$ cat config.mk
export PLATFORM = sky130hd
export DESIGN_NAME = dmx_ctrl
export DESIGN_NICKNAME = d
export VERILOG_FILES = /design/src/rtl/dmx_pkg.sv /design/src/rtl/dmx_ctrl.sv /design/src/rtl/dmx_addr_mux.sv
export SDC_FILE = /design/constraint.sdc
export NUM_CORES = 1
export LEC_CHECK = 0
export ABC_AREA = 1
export BUFFER_PORTS_ARGS = -buffer_cell sky130_fd_sc_hd__buf_2
export CORE_ASPECT_RATIO = 0.8
export CORE_MARGIN = 3
export CORE_UTILIZATION = 48
export CTS_CLUSTER_SIZE = 10
export DETAILED_ROUTE_END_ITERATION = 6
export PLACE_DENSITY = 0.87
export SYNTH_ARGS = -nofsm -noshare
export SYNTH_HDL_FRONTEND = slang
export SYNTH_SLANG_ARGS = --single-unit
$ cat constraint.sdc
create_clock -name i_clk -period 5.4 [get_ports i_clk]
set_input_delay 1.08 -clock i_clk [delete_from_list [all_inputs] [get_ports i_clk]]
set_output_delay 1.08 -clock i_clk [all_outputs]
set_load 0.03 [all_outputs]
$ cat src/rtl/dmx_pkg.sv
`default_nettype none

package dmx_pkg;

  // ****************************************************************
  // Register location and field layout
  // ****************************************************************
  localparam logic [15:0] CTRL_PORT = 16'h6872;
  localparam int INC_BIT = 15;
  localparam int FRAME_LOC_HI = 14;
  localparam int FRAME_LOC_LO = 13;
  localparam int MAP_EN_HI = 11;
  localparam int MAP_EN_LO = 10;
  localparam int BOUND_EN_BIT = 7;
  localparam int FLOOR_HI = 6;
  localparam int FLOOR_LO = 0;

  // ****************************************************************
  // Reset values
  // ****************************************************************
  localparam logic RST_INC = 1'b0;
  localparam logic [1:0] RST_FRAME_LOC = 2'h0;
  localparam logic [1:0] RST_MAP_EN = 2'h0;
  localparam logic RST_BOUND_EN = 1'b0;
  localparam logic [6:0] RST_FLOOR = 7'h00;
  localparam logic [10:0] RST_DRAM_ADDR = 11'h000;

  // ****************************************************************
  // Upper frame block start addresses
  // ****************************************************************
  localparam logic [19:0] UPPER_BASE_00 = 20'hC_4000;
  localparam logic [19:0] UPPER_BASE_01 = 20'hC_8000;
  localparam logic [19:0] UPPER_BASE_10 = 20'hC_C000;
  localparam logic [19:0] UPPER_BASE_11 = 20'hD_0000;

  // The floor field holds A23..A17 of a point one 128 Kbyte unit below.
  localparam int FLOOR_SHIFT = 17;
  localparam logic [7:0] FLOOR_STEP = 8'h01;

  typedef enum logic [1:0] {
    DMX_MAP_OFF = 2'b00,
    DMX_MAP_PROG = 2'b01,
    DMX_MAP_UPPER = 2'b10,
    DMX_MAP_BOTH = 2'b11
  } dmx_map_mode_t;

  typedef enum logic [1:0] {
    DMX_SZ_64K = 2'b00,
    DMX_SZ_256K = 2'b01,
    DMX_SZ_1M = 2'b10,
    DMX_SZ_4M = 2'b11
  } dmx_size_t;

  typedef enum logic [1:0] {
    DMX_IL_NONE = 2'b00,
    DMX_IL_2WAY = 2'b01,
    DMX_IL_4WAY = 2'b10,
    DMX_IL_RSVD = 2'b11
  } dmx_ilv_t;

endpackage : dmx_pkg

`default_nettype wire

$ cat src/rtl/dmx_ctrl.sv
`timescale 1ns/100ps
`default_nettype none

// Notes on behaviour
// - Column phase drives A11..A1; base row is A22,A20,A18,A16,A15..A9.
// - Next configurations put A17 on row bit 0, then A19 on bit 1.
// - Further configurations add A21 on row bit 2.
// - Further configurations add A23 on row bit 3.
// - Four meg four-way puts A24 on row bit 4, A23 on bit 3.
// - Control and floor register is 16 bits at port 6872H, read/write.
// - Bit 15 set advances the pointer after each page register access, except with map-enable 00.
// - Bits 14-13 place the upper frame block at C4000H..D0000H.
// - Bits 12, 9 and 8 are ignored on write and read zero.
// - Map-enable 00 disables all mapping and page register programming.
// - Map-enable 01 allows programming with no frame mapped.
// - Map-enable 10 maps upper frames and allows programming.
// - Map-enable 11 maps upper and lower frames and allows programming.
// - Map-enable 11 forces lower page registers 0..31 enabled as a block.
// - Bit 7 decides whether bits 6-0 act as the floor.
// - With floor enabled, memory above it leaves extended memory.

module dmx_ctrl (
  input wire logic i_clk,
  input wire logic i_reset_n,
  input wire logic [15:0] i_io_addr,
  input wire logic i_io_wr,
  input wire logic i_io_rd,
  input wire logic [15:0] i_io_wdata,
  output logic [15:0] o_io_rdata,
  input wire logic i_page_reg_access,
  output logic o_ptr_advance,
  output logic o_page_prog_en,
  output logic o_upper_map_en,
  output logic o_lower_map_en,
  output logic o_lower_block_en,
  output logic [19:0] o_upper_frame_base,
  input wire logic [23:0] i_mem_addr,
  output logic o_floor_reserved,
  input wire logic [1:0] i_dram_size,
  input wire logic [1:0] i_interleave,
  input wire logic [24:1] i_cpu_addr,
  input wire logic i_col_phase,
  input wire logic i_refresh,
  input wire logic [10:0] i_refresh_row,
  output logic [10:0] o_dram_addr
);

  // ****************************************************************
  // State
  // ****************************************************************
  typedef struct packed {
    logic auto_inc;
    logic [1:0] upper_frame_base;
    dmx_pkg::dmx_map_mode_t frame_map_enable;
    logic boundary_enable;
    logic [6:0] expanded_floor_addr;
    logic [15:0] rdata;
    logic ptr_advance;
    logic page_prog_en;
    logic upper_map_en;
    logic lower_map_en;
    logic [19:0] upper_base;
    logic floor_reserved;
  } dmx_ctrl_state_t;

  dmx_ctrl_state_t state_ff;
  dmx_ctrl_state_t nxt_state;

  function automatic logic [19:0] frame_base(input logic [1:0] loc);
    case (loc)
      2'b00: frame_base = dmx_pkg::UPPER_BASE_00;
      2'b01: frame_base = dmx_pkg::UPPER_BASE_01;
      2'b10: frame_base = dmx_pkg::UPPER_BASE_10;
      default: frame_base = dmx_pkg::UPPER_BASE_11;
    endcase
  endfunction : frame_base

  logic hit;
  logic [15:0] view;
  logic [24:0] floor_start;
  dmx_pkg::dmx_map_mode_t mode;

  always_comb begin
    nxt_state = state_ff;
    hit = (i_io_addr == dmx_pkg::CTRL_PORT);
    view = 16'h0000;
    view[dmx_pkg::INC_BIT] = state_ff.auto_inc;
    view[dmx_pkg::FRAME_LOC_HI:dmx_pkg::FRAME_LOC_LO] =
      state_ff.upper_frame_base;
    view[dmx_pkg::MAP_EN_HI:dmx_pkg::MAP_EN_LO] = state_ff.frame_map_enable;
    view[dmx_pkg::BOUND_EN_BIT] = state_ff.boundary_enable;
    view[dmx_pkg::FLOOR_HI:dmx_pkg::FLOOR_LO] = state_ff.expanded_floor_addr;
    // Unused bits 12, 9 and 8 are never stored, so they read as zero.
    if (hit && i_io_wr) begin
      nxt_state.auto_inc = i_io_wdata[dmx_pkg::INC_BIT];
      nxt_state.upper_frame_base =
        i_io_wdata[dmx_pkg::FRAME_LOC_HI:dmx_pkg::FRAME_LOC_LO];
      nxt_state.frame_map_enable = dmx_pkg::dmx_map_mode_t'(
        i_io_wdata[dmx_pkg::MAP_EN_HI:dmx_pkg::MAP_EN_LO]);
      nxt_state.boundary_enable = i_io_wdata[dmx_pkg::BOUND_EN_BIT];
      nxt_state.expanded_floor_addr =
        i_io_wdata[dmx_pkg::FLOOR_HI:dmx_pkg::FLOOR_LO];
    end
    if (hit && i_io_rd) begin
      nxt_state.rdata = view;
    end else begin
      nxt_state.rdata = 16'h0000;
    end
    mode = state_ff.frame_map_enable;
    case (mode)
      dmx_pkg::DMX_MAP_OFF: begin
        nxt_state.page_prog_en = 1'b0;
        nxt_state.upper_map_en = 1'b0;
        nxt_state.lower_map_en = 1'b0;
      end
      dmx_pkg::DMX_MAP_PROG: begin
        nxt_state.page_prog_en = 1'b1;
        nxt_state.upper_map_en = 1'b0;
        nxt_state.lower_map_en = 1'b0;
      end
      dmx_pkg::DMX_MAP_UPPER: begin
        nxt_state.page_prog_en = 1'b1;
        nxt_state.upper_map_en = 1'b1;
        nxt_state.lower_map_en = 1'b0;
      end
      dmx_pkg::DMX_MAP_BOTH: begin
        nxt_state.page_prog_en = 1'b1;
        nxt_state.upper_map_en = 1'b1;
        nxt_state.lower_map_en = 1'b1;
      end
      default: begin
        nxt_state.page_prog_en = 1'b0;
        nxt_state.upper_map_en = 1'b0;
        nxt_state.lower_map_en = 1'b0;
      end
    endcase
    // Accesses while programming is disabled never reach a page register,
    // so the pointer must not move for them either.
    nxt_state.ptr_advance = i_page_reg_access && state_ff.auto_inc &&
                            state_ff.page_prog_en;
    nxt_state.upper_base = frame_base(state_ff.upper_frame_base);
    // The stored value sits one unit below the real start.
    // A field of 7FH puts the start just past the 24-bit space; the extra
    // bit keeps it from wrapping to zero and reserving everything.
    floor_start = {({1'b0, state_ff.expanded_floor_addr} +
                    dmx_pkg::FLOOR_STEP), 17'h0_0000};
    nxt_state.floor_reserved =
      state_ff.boundary_enable &&
      ({1'b0, i_mem_addr} >= floor_start);
  end

  always_ff @(posedge i_clk or negedge i_reset_n) begin
    if (!i_reset_n) begin
      state_ff <= '{auto_inc: dmx_pkg::RST_INC,
                    upper_frame_base: dmx_pkg::RST_FRAME_LOC,
                    frame_map_enable: dmx_pkg::DMX_MAP_OFF,
                    boundary_enable: dmx_pkg::RST_BOUND_EN,
                    expanded_floor_addr: dmx_pkg::RST_FLOOR,
                    rdata: 16'h0000,
                    ptr_advance: 1'b0,
                    page_prog_en: 1'b0,
                    upper_map_en: 1'b0,
                    lower_map_en: 1'b0,
                    upper_base: dmx_pkg::UPPER_BASE_00,
                    floor_reserved: 1'b0};
    end else begin
      state_ff <= nxt_state;
    end
  end

  assign o_io_rdata = state_ff.rdata;
  assign o_ptr_advance = state_ff.ptr_advance;
  assign o_page_prog_en = state_ff.page_prog_en;
  assign o_upper_map_en = state_ff.upper_map_en;
  assign o_lower_map_en = state_ff.lower_map_en;
  assign o_lower_block_en = state_ff.lower_map_en;
  assign o_upper_frame_base = state_ff.upper_base;
  assign o_floor_reserved = state_ff.floor_reserved;

  dmx_addr_mux u_mux (
    .i_clk(i_clk),
    .i_reset_n(i_reset_n),
    .i_dram_size(i_dram_size),
    .i_interleave(i_interleave),
    .i_cpu_addr(i_cpu_addr),
    .i_col_phase(i_col_phase),
    .i_refresh(i_refresh),
    .i_refresh_row(i_refresh_row),
    .o_dram_addr(o_dram_addr)
  );

  // ****************************************************************
  // Checks
  // ****************************************************************
  property p_readback;
    @(posedge i_clk) disable iff (!i_reset_n)
      (i_io_wr && i_io_addr == 16'h6872) ##1
      (i_io_rd && !i_io_wr && i_io_addr == 16'h6872) |=>
        o_io_rdata == ($past(i_io_wdata, 2) & 16'hECFF);
  endproperty
  a_readback: assert property (p_readback)
    else $error("Register read back differs.");

  property p_inc;
    @(posedge i_clk) disable iff (!i_reset_n)
      (i_page_reg_access && state_ff.auto_inc && state_ff.page_prog_en)
        |=> o_ptr_advance;
  endproperty
  a_inc: assert property (p_inc)
    else $error("Pointer did not advance.");

  property p_no_inc;
    @(posedge i_clk) disable iff (!i_reset_n)
      !state_ff.auto_inc |=> !o_ptr_advance;
  endproperty
  a_no_inc: assert property (p_no_inc)
    else $error("Pointer advanced with increment off.");

  property p_base;
    @(posedge i_clk) disable iff (!i_reset_n)
      (state_ff.upper_frame_base == 2'b11) |=>
        o_upper_frame_base == 20'hD_0000;
  endproperty
  a_base: assert property (p_base)
    else $error("Upper frame base wrong.");

  property p_off;
    @(posedge i_clk) disable iff (!i_reset_n)
      (state_ff.frame_map_enable == 2'b00) |=>
        !o_page_prog_en && !o_upper_map_en && !o_lower_map_en;
  endproperty
  a_off: assert property (p_off)
    else $error("Mapping active while disabled.");

  property p_prog;
    @(posedge i_clk) disable iff (!i_reset_n)
      (state_ff.frame_map_enable == 2'b01) |=>
        o_page_prog_en && !o_upper_map_en;
  endproperty
  a_prog: assert property (p_prog)
    else $error("Program-only mode wrong.");

  property p_both;
    @(posedge i_clk) disable iff (!i_reset_n)
      (state_ff.frame_map_enable == 2'b11) |=>
        o_upper_map_en && o_lower_map_en && o_lower_block_en;
  endproperty
  a_both: assert property (p_both)
    else $error("Full mapping not enabled.");

  property p_floor;
    @(posedge i_clk) disable iff (!i_reset_n)
      (state_ff.boundary_enable && state_ff.expanded_floor_addr == 7'h07 &&
       i_mem_addr == 24'h10_0000) |=> o_floor_reserved;
  endproperty
  a_floor: assert property (p_floor)
    else $error("Floor did not reserve memory.");

  property p_floor_off;
    @(posedge i_clk) disable iff (!i_reset_n)
      !state_ff.boundary_enable |=> !o_floor_reserved;
  endproperty
  a_floor_off: assert property (p_floor_off)
    else $error("Floor active while disabled.");

endmodule : dmx_ctrl

`default_nettype wire

$ cat src/rtl/dmx_addr_mux.sv
`timescale 1ns/100ps
`default_nettype none

module dmx_addr_mux (
  input wire logic i_clk,
  input wire logic i_reset_n,
  input wire logic [1:0] i_dram_size,
  input wire logic [1:0] i_interleave,
  input wire logic [24:1] i_cpu_addr,
  input wire logic i_col_phase,
  input wire logic i_refresh,
  input wire logic [10:0] i_refresh_row,
  output logic [10:0] o_dram_addr
);

  typedef struct packed {
    logic [10:0] dram_addr;
  } dmx_mux_state_t;

  dmx_mux_state_t state_ff;
  dmx_mux_state_t nxt_state;

  // Each size step and each interleave step frees one more low row bit.
  function automatic logic [2:0] depth(input logic [1:0] sz,
                                       input logic [1:0] il);
    logic [1:0] ilc;
    ilc = (il == dmx_pkg::DMX_IL_RSVD) ? dmx_pkg::DMX_IL_4WAY : il;
    depth = {1'b0, sz} + {1'b0, ilc};
  endfunction : depth

  logic [2:0] lvl;
  logic [10:0] row;

  always_comb begin
    lvl = depth(i_dram_size, i_interleave);
    row = {i_cpu_addr[22], i_cpu_addr[20], i_cpu_addr[18], i_cpu_addr[16],
           i_cpu_addr[15:9]};
    if (lvl >= 3'd1) begin
      row[0] = i_cpu_addr[17];
    end
    if (lvl >= 3'd2) begin
      row[1] = i_cpu_addr[19];
    end
    if (lvl >= 3'd3) begin
      row[2] = i_cpu_addr[21];
    end
    if (lvl >= 3'd4) begin
      row[3] = i_cpu_addr[23];
    end
    if (lvl >= 3'd5) begin
      row[4] = i_cpu_addr[24];
    end
    nxt_state = state_ff;
    if (i_refresh) begin
      nxt_state.dram_addr = i_refresh_row;
    end else if (i_col_phase) begin
      nxt_state.dram_addr = i_cpu_addr[11:1];
    end else begin
      nxt_state.dram_addr = row;
    end
  end

  always_ff @(posedge i_clk or negedge i_reset_n) begin
    if (!i_reset_n) begin
      state_ff <= '{dram_addr: dmx_pkg::RST_DRAM_ADDR};
    end else begin
      state_ff <= nxt_state;
    end
  end

  assign o_dram_addr = state_ff.dram_addr;

  property p_refresh_row;
    @(posedge i_clk) disable iff (!i_reset_n)
      i_refresh |=> o_dram_addr == $past(i_refresh_row);
  endproperty
  a_refresh_row: assert property (p_refresh_row)
    else $error("Refresh row not driven.");

  property p_col;
    @(posedge i_clk) disable iff (!i_reset_n)
      (!i_refresh && i_col_phase) |=> o_dram_addr == $past(i_cpu_addr[11:1]);
  endproperty
  a_col: assert property (p_col)
    else $error("Column address wrong.");

  property p_row_top;
    @(posedge i_clk) disable iff (!i_reset_n)
      (!i_refresh && !i_col_phase) |=>
        o_dram_addr[10:5] == {$past(i_cpu_addr[22]), $past(i_cpu_addr[20]),
                              $past(i_cpu_addr[18]), $past(i_cpu_addr[16]),
                              $past(i_cpu_addr[15:14])};
  endproperty
  a_row_top: assert property (p_row_top)
    else $error("Fixed row bits wrong.");

  property p_row_a17;
    @(posedge i_clk) disable iff (!i_reset_n)
      (!i_refresh && !i_col_phase && i_dram_size == dmx_pkg::DMX_SZ_256K &&
       i_interleave == dmx_pkg::DMX_IL_NONE) |=>
        o_dram_addr[1:0] == {$past(i_cpu_addr[10]), $past(i_cpu_addr[17])};
  endproperty
  a_row_a17: assert property (p_row_a17)
    else $error("Row bit 0 not A17.");

  property p_row_a24;
    @(posedge i_clk) disable iff (!i_reset_n)
      (!i_refresh && !i_col_phase && i_dram_size == dmx_pkg::DMX_SZ_4M &&
       i_interleave == dmx_pkg::DMX_IL_4WAY) |=>
        o_dram_addr[4:0] == {$past(i_cpu_addr[24]), $past(i_cpu_addr[23]),
                             $past(i_cpu_addr[21]), $past(i_cpu_addr[19]),
                             $past(i_cpu_addr[17])};
  endproperty
  a_row_a24: assert property (p_row_a24)
    else $error("Row bits for largest setup wrong.");

endmodule : dmx_addr_mux

`default_nettype wire

==> results of run 1 <==
[layout by cell type (no fill, tap or decap), drive strengths merged, types with 2 or more instances in the layout]
cell      synthesis  layout
nand3            16      16
o21ai            10      10
and3              2       2
inv              37      37
clkinvlp          0       2
clkbuf            3       6
conb              2      20
nand2            65      65
nor2             45      45
xor2              4       4
dfrtp            44      44
a21oi            17      17
ha               12      12
nand3b            2       2
nand4             5       5
buf              43     131
[sequential cells by signal, summed over array words and instances (netlist names)]
signal              count
o_upper_map_en          1
o_ptr_advance           1
o_floor_reserved        1
state_ff               11
o_io_rdata             13
u_mux.o_dram_addr      11
o_upper_frame_base      3
o_page_prog_en          1
o_lower_block_en        1
mode                    2
[where the power goes]
| part | total [mW] | switching [mW] | internal [mW] |
|---|---|---|---|
| Combinational | 0.126 | 0.0805 | 0.0452 |
| Sequential | 0.346 | 0.00166 | 0.344 |
| Clock | 0.200 | 0.109 | 0.0912 |
| Total | 0.672 | 0.191 | 0.480 |
[kinds of logic after synthesis]
logic type	count (synthesis)	share of synthesized area [%]
AND/OR/NAND/NOR	137	24.5
flip-flops	45	42.4
buffers and inverters	84	18.6
AO/OA/AOI/OAI	31	6.16
XOR/XNOR	5	1.65
adder cells (fa/ha/maj)	13	6.39
other	2	0.282
[layout make-up]
type / count / area (sq um) / area share, %
sequential: 45 / 1130 / 35.3
multi-input combinational: 206 / 1110 / 34.6
timing repair buffer: 131 / 656 / 20.5
inverter: 38 / 143 / 4.46
tap: 62 / 77.6 / 2.43
clock buffer: 6 / 72.6 / 2.27
clock inverter: 2 / 15.0 / 0.470
[worst register-to-register path: stages, from the launching register on]
cell and delay (ns):
dfrtp_1 0.40, ha_1 0.21, nand2_1 0.08, nor3_1 0.23
xor2_1 0.10, ha_1 0.32, nand2_1 0.06, nor2_1 0.11
nand4_1 0.11, nor2_1 0.10, nand2_1 0.05, a21oi_1 0.15
[worst max-delay path by stage]
stage | startpoint | end | cells past startpoint
floorplan | i_interleave[0] | u_mux.o_dram_addr[2] | 9
global placement | i_interleave[1] | u_mux.o_dram_addr[2] | 9
detailed placement | i_interleave[1] | u_mux.o_dram_addr[2] | 9
CTS | i_interleave[1] | u_mux.o_dram_addr[2] | 9
global route | i_interleave[1] | u_mux.o_dram_addr[2] | 9
finish | i_interleave[1] | u_mux.o_dram_addr[2] | 9
[routing by layer]
layer | wire [microns] | vias to the layer above | global-route usage (%)
met5 | 0 | - | 0
met4 | 25 | 0 | 4.30
met3 | 545 | 6 | 4.63
met2 | 2940 | 112 | 30.7
met1 | 2290 | 992 | 21.0
li1 | - | 1144 | -
==> summary.txt, run 1 <==
Floorplan
  – Core area: around 0.0052 sq mm
  – IO Count: 155
  – Die outline width: 89.3 microns
  – Die Area: roughly 0.0065 sq mm
  – # rows: 23
  – Die span in y: just over 70 microns
  – Initial Util: between 50% and 60%

Critical path
  – Largest delay share family, worst path: adder cells
  – CP arrival: 2.57 ns
  – Crit path buf inv count: 2
  – Worst r2r path cells: 11
  – Reg2reg setup slack: 3.39 ns
  – Startpoint Class: primary input
  – CP required: around 5.6 ns
  – Endpoint class of the critical path: flip-flop
  – RR Endpoint: o_floor_reserved
  – Slowest stage delay, CP: between 0.4 and 0.5 ns
  – Slowest CP cell: fa_1
  – CP Class: primary input to flip-flop
  – Worst path cell trace: buf_2 > nor2_1 > ha_1 > inv_1 > fa_1 > o21ai_0 > o21ai_0 > a21oi_1 > o21ai_0
  – Crit path top cell by count: o21ai_0
  – Maximum fanout along the worst path: 4
  – R2r startpoint: state_ff[42]

Global routing
  – Initial antenna violation count: 0
  – Largest net degree at the start of global routing: between 40 and 50
  – Tot GR Track Use: between 10% and 20%
  – Vias in the first global route: 2076
  – Gr ovfl total: 0
  – First-pass GRT wire length: 8840 microns

Drt
  – Post-route ant nets: 0
  – Post-DR wirelength/cell: 11.8 microns
  – Final WL: 5800 microns
  – Via count: 2254
  – First drt pass iteration count: 4
  – Vias per cell: between 4 and 5
  – Post-route DRC: 0
  – DRT iter0 DRCs: 71

Synth
  – Synth Flop Type: dfrtp_1
  – Post-synth top cells: nand2_1, dfrtp_1, buf_4, inv_1, nor2_1
  – Asr flop ratio synth: 100%
  – Syn Area/Cell: ~8.4 sq um
  – Yosys top cell by area: dfrtp_1
  – Synth top area share: around 41%
  – Library cells used by synthesis: 30
  – Top post-synthesis cells by area: dfrtp_1, buf_4, nand2_1, ha_1, inv_1
  – Post-synthesis register bit count: 45
  – Syn Std Cell Area: 0.00266 sq mm
  – Syn. warnings: 0
  – Cells after synthesis: ~320
  – Most frequent cell after synthesis: nand2_1
  – Sequential share of the synthesized area: a little over two fifths
  – Post-synth EDFFs: 0

Cells and area
  – Non-Filler Instances: between 400 and 500
  – Filler cell count: around 460
  – Inserted Diodes: 0
  – Non-Filler Cell Area, Final: 0.00320 sq mm
  – Synth-to-Final Area Change: 20.1%
  – Finished Core Util: about three fifths
  – Final net count: 542
  – Layout cells sized above 1: between 30% and 40%

Run status
  – Run status: finished clean

Timing
  – Fin crit share: around 45%
  – Setup TNS Final: 0 ns
  – Worst Max-Slew Pin Slew: between 0.9 and 1 ns
  – Fmax: between 400 and 500 MHz
  – Worst hold slack: roughly 0.43 ns
  – RSZ-0062 raised after global routing: false
  – Max_slew headroom: a little under two fifths
  – Fin. Hold Viols: 0
  – Worst setup margin: 2.99 ns
  – Fin crit period: approximately 2.4 ns
  – Final setup fails: 0
  – Clk_skew: a little under 0.009 ns
  – Final max-slew violation count: 0

Clock tree
  – Worst skew pair latency: around 0.29 ns
  – Root buf cell: clkbuf_8
  – Postcts setup bufs: 0
  – CTS Buf Count: 5
  – CTS Hold Bufs: 0
  – CTS tree: built
  – Cts repair resizes: 0
  – Clock Tree Buf Depth: 2
  – Clk sinks: 45
  – # H-tree levels: 2
  – CTS clk-pin slew, worst paths: approximately 0.080 ns

Worst hold path
  – Start point of the worst hold path: mode[1]
  – Hold Path Depth: 0
  – Hold/Removal Path Class: flip-flop to flip-flop
  – Hold endpoint: o_upper_map_en

Power and ir drop
  – PD cells: roughly 210 mW/mm^2
  – Pleak: 1.84 nW
  – Peak supply drop: 0.0792 mV
  – Final total power: 0.672 mW

Run
  – Number of max-cap violations: 0

Place
  – Port bufs: ~130
  – Final HPWL DP: ~4700 microns
  – Final RePlAce weighted congestion: 0.821
  – Post-DP Area: between 0.003 and 0.004 sq mm
  – Post-placement worst setup slack: between 2 and 3 ns
  – Cells after DPL: slightly below 500
Note: power is estimated with default switching activity, not from simulation.
==> run 2, diff against run 1 <==
Settings changed: CORE_UTILIZATION 48 to 44, PLACE_DENSITY 0.87 to 0.81.
Clock period 5.4 ns to 2.3 ns, I/O delays scaled along.
==> summary.txt, run 2 (synthesis results as in run 1) <==
Global routing
  – Largest net degree at the start of global routing: 46 (unchanged)
  – Initial antenna violation count: 0 (unchanged)
  – Gr ovfl total: 0 (unchanged)
  – Vias in the first global route: 2179 (+5.0%)
  – First-pass GRT wire length: 9380 microns (+6.2%)
  – Tot GR Track Use: 16.8% (-0.60 points)

Place
  – Final HPWL DP: 4780 microns (+0.98%)
  – Port bufs: 131 (unchanged)
  – Final RePlAce weighted congestion: 0.823 (+0.28%)

Cells and area
  – Most common cell after layout, fill and taps aside: buf_2
  – Most frequent cells in the layout: buf_2, nand2_1, dfrtp_1
  – Final net count: 544 (+0.37%)
  – Max reg flops: 13 (unchanged)
  – Filler cell count: 547 (+20%)
  – Inserted Diodes: 0 (unchanged)
  – Storage cell area: 0.00113 sq mm (unchanged)
  – Synth-to-Final Area Change: 21.4%
  – Multi-input logic area: 0.00111 sq mm (unchanged)
  – Layout cells sized above 1: 35.6% (+0.30 points)

Clock tree
  – Cts repair resizes: 0 (unchanged)
  – CTS tree: built
  – Clock Tree Buf Depth: 2 (unchanged)
  – Postcts setup bufs: 0 (unchanged)
  – Worst skew pair latency: 0.29 ns (about the same)
  – CTS clk-pin slew, worst paths: 0.08 ns (about the same)
  – Clk sinks: 45 (unchanged)
  – CTS Hold Bufs: 0 (unchanged)
  – CTS Buf Count: 5 (unchanged)
  – # H-tree levels: 2 (unchanged)
  – Root buf cell: clkbuf_8

Timing
  – Max_slew headroom: 63.8% (+26 points)
  – Fmax: approximately 500 MHz
  – Worst Max-Slew Pin Slew: 0.543 ns (-0.394 ns)
  – Fin crit period: 1.98 ns
  – RSZ-0062 raised after global routing: false
  – Final setup fails: 0 (unchanged)
  – Final max-slew violation count: 0 (unchanged)
  – Fin crit share: about 86%
  – Clk_skew: 0.00608 ns (-0.00259 ns)
  – Fin. Hold Viols: 0 (unchanged)
  – Worst hold slack: 0.242 ns (-0.187 ns)
  – Setup TNS Final: 0 ns (unchanged)

Drt
  – Post-DR wirelength/cell: 11.5 microns (-3.2%)
  – Via count: 2277 (+1.0%)
  – First drt pass iteration count: 4 (unchanged)
  – Vias per cell: 4.48 (-2.6%)
  – Post-route DRC: 0 (unchanged)
  – Met2 routed WL: 2880 microns (-2.1%)
  – Met3 wire length: 592 microns (+8.6%)
  – Post-route ant nets: 0 (unchanged)
  – DRT iter0 DRCs: 84 (+18%)
  – Top Metal Used: met4
  – WL met1: 2270 microns (-0.83%)
  – Final WL: 5820 microns (+0.38%)

Critical path
  – Worst path cell trace: ha_1 > nand2_1 > nor3_1 > xor2_1 > ha_1 > nand2_1 > nor2_1 > nand4_1 > nor2_1 > nand2_1 > a21oi_1
  – Worst r2r path cells: 11 (unchanged)
  – Slowest CP cell: dfrtp_1
  – CP required: 2.51 ns (-3.05 ns)
  – CP arrival: 2.19 ns (-0.38 ns)
  – Endpoint class of the critical path: flip-flop
  – Startpoint Class: flip-flop
  – Largest delay share family, worst path: simple AND/OR/NAND/NOR gates
  – Slowest stage delay, CP: 0.40 ns (-0.09 ns)
  – Crit path top cell by count: nand2_1
  – Crit path buf inv count: 0 (-2)
  – Maximum fanout along the worst path: 4 (unchanged)
  – CP Class: flip-flop to flip-flop
  – Critical path depth: 11 (+2)

Power and ir drop
  – Pleak: 1.85 nW (+0.56%)
  – Peak supply drop: 0.248 mV (+210%)
  – PD cells: 487 mW/mm^2 (+130%)

Worst hold path
  – Hold/Removal Path Class: primary input to async pin

Floorplan
  – Core area: 0.00565 sq mm (+9.0%)
  – Initial Util: 47.1% (-4.2 points)
  – # rows: 24 (+4.3%)
  – IO Count: 155 (unchanged)
  – Die Area: 0.00702 sq mm (+8.4%)
  – Die outline width: 93.0 microns (+4.1%)
  – Die span in y: 75.6 microns (+4.1%)

Run status
  – Run status: finished clean

Run
  – Number of max-cap violations: 0 (unchanged)
==> run 2: layout make-up <==
| type | instances | area share, % |
|---|---|---|
| Sequential cell | 45 | 34.9 |
| Clock inverter | 2 | 0.465 |
| Multi-Input combinational cell | 206 | 34.2 |
| Timing Repair Buffer | 133 | 20.8 |
| Tap cell | 78 | 3.02 |
| Inverter | 38 | 4.41 |
| Clock buffer | 6 | 2.25 |
==> run 2: through the flow <==
step                      util, %  instance area (sq um)  std cells  setup WS [ns]  power, mW
after floorplan                 -                   2730        335          0.507       1.01
after global placement       55.7                   3140        500          0.286       1.12
after detailed placement     55.7                   3140        500          0.257       1.12
after CTS                    57.2                   3230        508          0.337       1.59
after global routing         57.2                   3230        508          0.119       1.67
final                        57.2                   3230        508          0.319       1.57
==> run 2: path summary, 6_finish.rpt <==
check                           slack [ns]             start                    to
worst max-delay path                  0.32      state_ff[42]      o_floor_reserved
worst min-delay path                  0.24         i_reset_n         o_io_rdata[5]
worst max register to register        0.32      state_ff[42]      o_floor_reserved
worst min register to register        0.44           mode[1]        o_upper_map_en
max in group asynchronous             1.69         i_reset_n  u_mux.o_dram_addr[7]
min in group i_clk                    0.38  i_refresh_row[3]  u_mux.o_dram_addr[3]
==> run 2: layer usage <==
layer | up-vias | global-route usage [%]
met1 | 1009 | 20.1
met5 | - | 0
li1 | 1148 | -
met4 | 0 | 4.88
met2 | 112 | 29.7
met3 | 8 | 5.13
==> run 2: worst register-to-register path, cell delays in order, from the launching register on <==
cell     delay, ns
dfrtp_1       0.40
ha_1          0.21
nand2_1       0.09
nor3_1        0.23
xor2_1        0.10
ha_1          0.32
nand2_1       0.06
nor2_1        0.11
nand4_1       0.11
nor2_1        0.10
nand2_1       0.06
a21oi_1       0.14
==> run 2: power by group <==
group / switching (mW) / leakage [nW] / internal (mW)
combinational: 0.189 / 1.21 / 0.107
sequential: 0.00475 / 0.599 / 0.808
clock: 0.252 / 0.0374 / 0.214
total: 0.445 / 1.85 / 1.13
==> run 3, diff against run 2 <==
Settings changed: REMOVE_ABC_BUFFERS set to 1.
==> summary.txt, run 3 (synthesis results as in run 1) <==
Run status
  – Run status: finished clean

Global routing
  – Initial antenna violation count: 0 (unchanged)
  – Tot GR Track Use: 17.3% (+0.57 points)
  – First-pass GRT wire length: 9530 microns (+1.5%)
  – Gr ovfl total: 0 (unchanged)
  – Vias in the first global route: 2262 (+3.8%)
  – Largest net degree at the start of global routing: 33 (-28%)

Floorplan
  – Die Area: 0.00702 sq mm (unchanged)
  – Die outline width: 93.0 microns (unchanged)
  – # rows: 24 (unchanged)
  – Die span in y: 75.6 microns (unchanged)
  – Initial Util: 47.1% (unchanged)
  – Core area: 0.00565 sq mm (unchanged)
  – IO Count: 155 (unchanged)

Clock tree
  – CTS clk-pin slew, worst paths: 0.09 ns (about the same)
  – Clk sinks: 45 (unchanged)
  – # H-tree levels: 2 (unchanged)
  – CTS Buf Count: 5 (unchanged)
  – Cts repair resizes: 0 (unchanged)
  – Worst skew pair latency: 0.30 ns (about the same)
  – Clock Tree Buf Depth: 2 (unchanged)
  – CTS tree: built
  – CTS Hold Bufs: 0 (unchanged)
  – Root buf cell: clkbuf_8
  – Postcts setup bufs: 0 (unchanged)

Drt
  – Post-route DRC: 0 (unchanged)
  – First drt pass iteration count: 5 (+1)
  – Post-route ant nets: 0 (unchanged)
  – Final WL: 6020 microns (+3.3%)
  – Vias per cell: 4.50 (+0.40%)
  – Post-DR wirelength/cell: 11.8 microns (+3.3%)
  – DRT iter0 DRCs: 72 (-14%)
  – Via count: 2286 (+0.40%)

Critical path
  – RR Endpoint: o_floor_reserved
  – Startpoint Class: flip-flop
  – Crit path buf inv count: 0 (unchanged)
  – R2r startpoint: state_ff[42]
  – Worst r2r path cells: 11 (unchanged)
  – Worst path cell trace: ha_1 > nand2_1 > nor3_1 > xor2_1 > ha_1 > nand2_1 > nor2_1 > nand4_1 > nor2_1 > nand2_1 > a21oi_1
  – Reg2reg setup slack: 0.31 ns (about the same)
  – Maximum fanout along the worst path: 4 (unchanged)
  – CP required: 2.52 ns (about the same)
  – Slowest CP cell: dfrtp_1
  – Endpoint class of the critical path: flip-flop
  – Slowest stage delay, CP: 0.41 ns (about the same)
  – CP arrival: 2.21 ns (+0.02 ns)
  – Largest delay share family, worst path: simple AND/OR/NAND/NOR gates
  – Crit path top cell by count: nand2_1
  – CP Class: flip-flop to flip-flop

Timing
  – Fmax: 502 MHz (-0.54%)
  – Worst setup margin: 0.308 ns (-0.0107 ns)
  – Max_slew headroom: 52.8% (-11 points)
  – Worst Max-Slew Pin Slew: 0.707 ns (+0.164 ns)
  – Fin crit period: 1.99 ns (+0.0108 ns)
  – Final max-slew violation count: 0 (unchanged)
  – Worst hold slack: 0.206 ns (-0.0360 ns)
  – Fin. Hold Viols: 0 (unchanged)
  – RSZ-0062 raised after global routing: false
  – Final setup fails: 0 (unchanged)
  – Fin crit share: 86.6% (+0.47 points)
  – Clk_skew: 0.00682 ns (+0.000740 ns)
  – Setup TNS Final: 0 ns (unchanged)

Worst hold path
  – Hold/Removal Path Class: primary input to async pin

Power and ir drop
  – Clock Power Share: 35.8% (+6.2 points)
  – Peak supply drop: 0.298 mV (+20%)
  – PD cells: 529 mW/mm^2 (+8.6%)
  – Sequential power share: 47.0% (-4.6 points)
  – Pint: 1.27 mW (+12%)
  – Comb power frac: 17.2% (-1.6 points)
  – Sw frac: 26.5% (-1.7 points)
  – Sw power: 0.458 mW (+2.9%)
  – Pleak: 1.87 nW (+1.1%)
  – Final total power: 1.73 mW (+9.7%)

Run
  – Number of max-cap violations: 0 (unchanged)

Cells and area
  – Layout cells sized above 1: 35.8% (+0.23 points)
  – Final net count: 544 (unchanged)
  – Most frequent cells in the layout: buf_2, nand2_1, dfrtp_1
  – Max reg flops: 13 (unchanged)
  – Synth-to-Final Area Change: 22.7%
  – Filler cell count: 526 (-3.8%)
  – Inserted Diodes: 0 (unchanged)
  – Non-Filler Instances: 508 (unchanged)
  – Most common cell after layout, fill and taps aside: buf_2

Place
  – Final HPWL DP: 5010 microns (+4.8%)
  – Final RePlAce weighted congestion: 0.881 (+7.0%)
  – Port bufs: 131 (unchanged)
  – Post-placement worst setup slack: 0.243 ns (-0.0139 ns)
  – Cells after DPL: 500 (unchanged)
run 3: per-layer routing:
layer  routed length (microns)  GRT usage (%)  vias to the layer above
met5                         0              0                        -
met4                        57           4.07                        0
met3                       593           6.32                        6
met2                      3020           33.0                      102
met1                      2340           18.7                     1031
li1                          -              -                     1147
run 3: power groups by stage:
stage	registers (mW)	logic, mW	clock network [mW]
finish	0.812	0.296	0.618
global route	0.814	0.328	0.671
CTS	0.812	0.298	0.640
detailed placement	0.827	0.297	0
global placement	0.827	0.288	0
floorplan	0.866	0.114	0
run 3: how the worst max path moves through the flow:
stage	from	end	cells past startpoint
floorplan	i_interleave[0]	u_mux.o_dram_addr[2]	9
global placement	i_interleave[1]	u_mux.o_dram_addr[2]	9
detailed placement	i_interleave[1]	u_mux.o_dram_addr[4]	11
CTS	state_ff[42]	o_floor_reserved	10
global route	state_ff[42]	o_floor_reserved	10
finish	state_ff[42]	o_floor_reserved	11
run 3: worst register-to-register path, delay by kind of cell (launching register included):
kind                       cells  cell delay, ns
DFF                            1            0.41
adders and majority gates      2            0.53
and+or+nand+nor                7            0.73
xor gates and xnor gates       1            0.11
AOI/OAI and AO/OA              1            0.13
run 3: metrics by stage:
stage | area [sq um] | util, %
after floorplan | 2380 | -
after global placement | 3140 | 55.7
after detailed placement | 3140 | 55.7
after CTS | 3260 | 57.8
after global routing | 3260 | 57.8
final | 3260 | 57.8
run 3: layout make-up:
cell class	count	area (sq um)	share of cell area, %
clock buffers	6	82.6	2.53
clock inverters	2	37.5	1.15
inverters	38	143	4.37
flip-flops and latches	45	1130	34.5
repair buffers	133	671	20.5
multi-input cells	206	1110	33.9
well taps	78	97.6	2.99
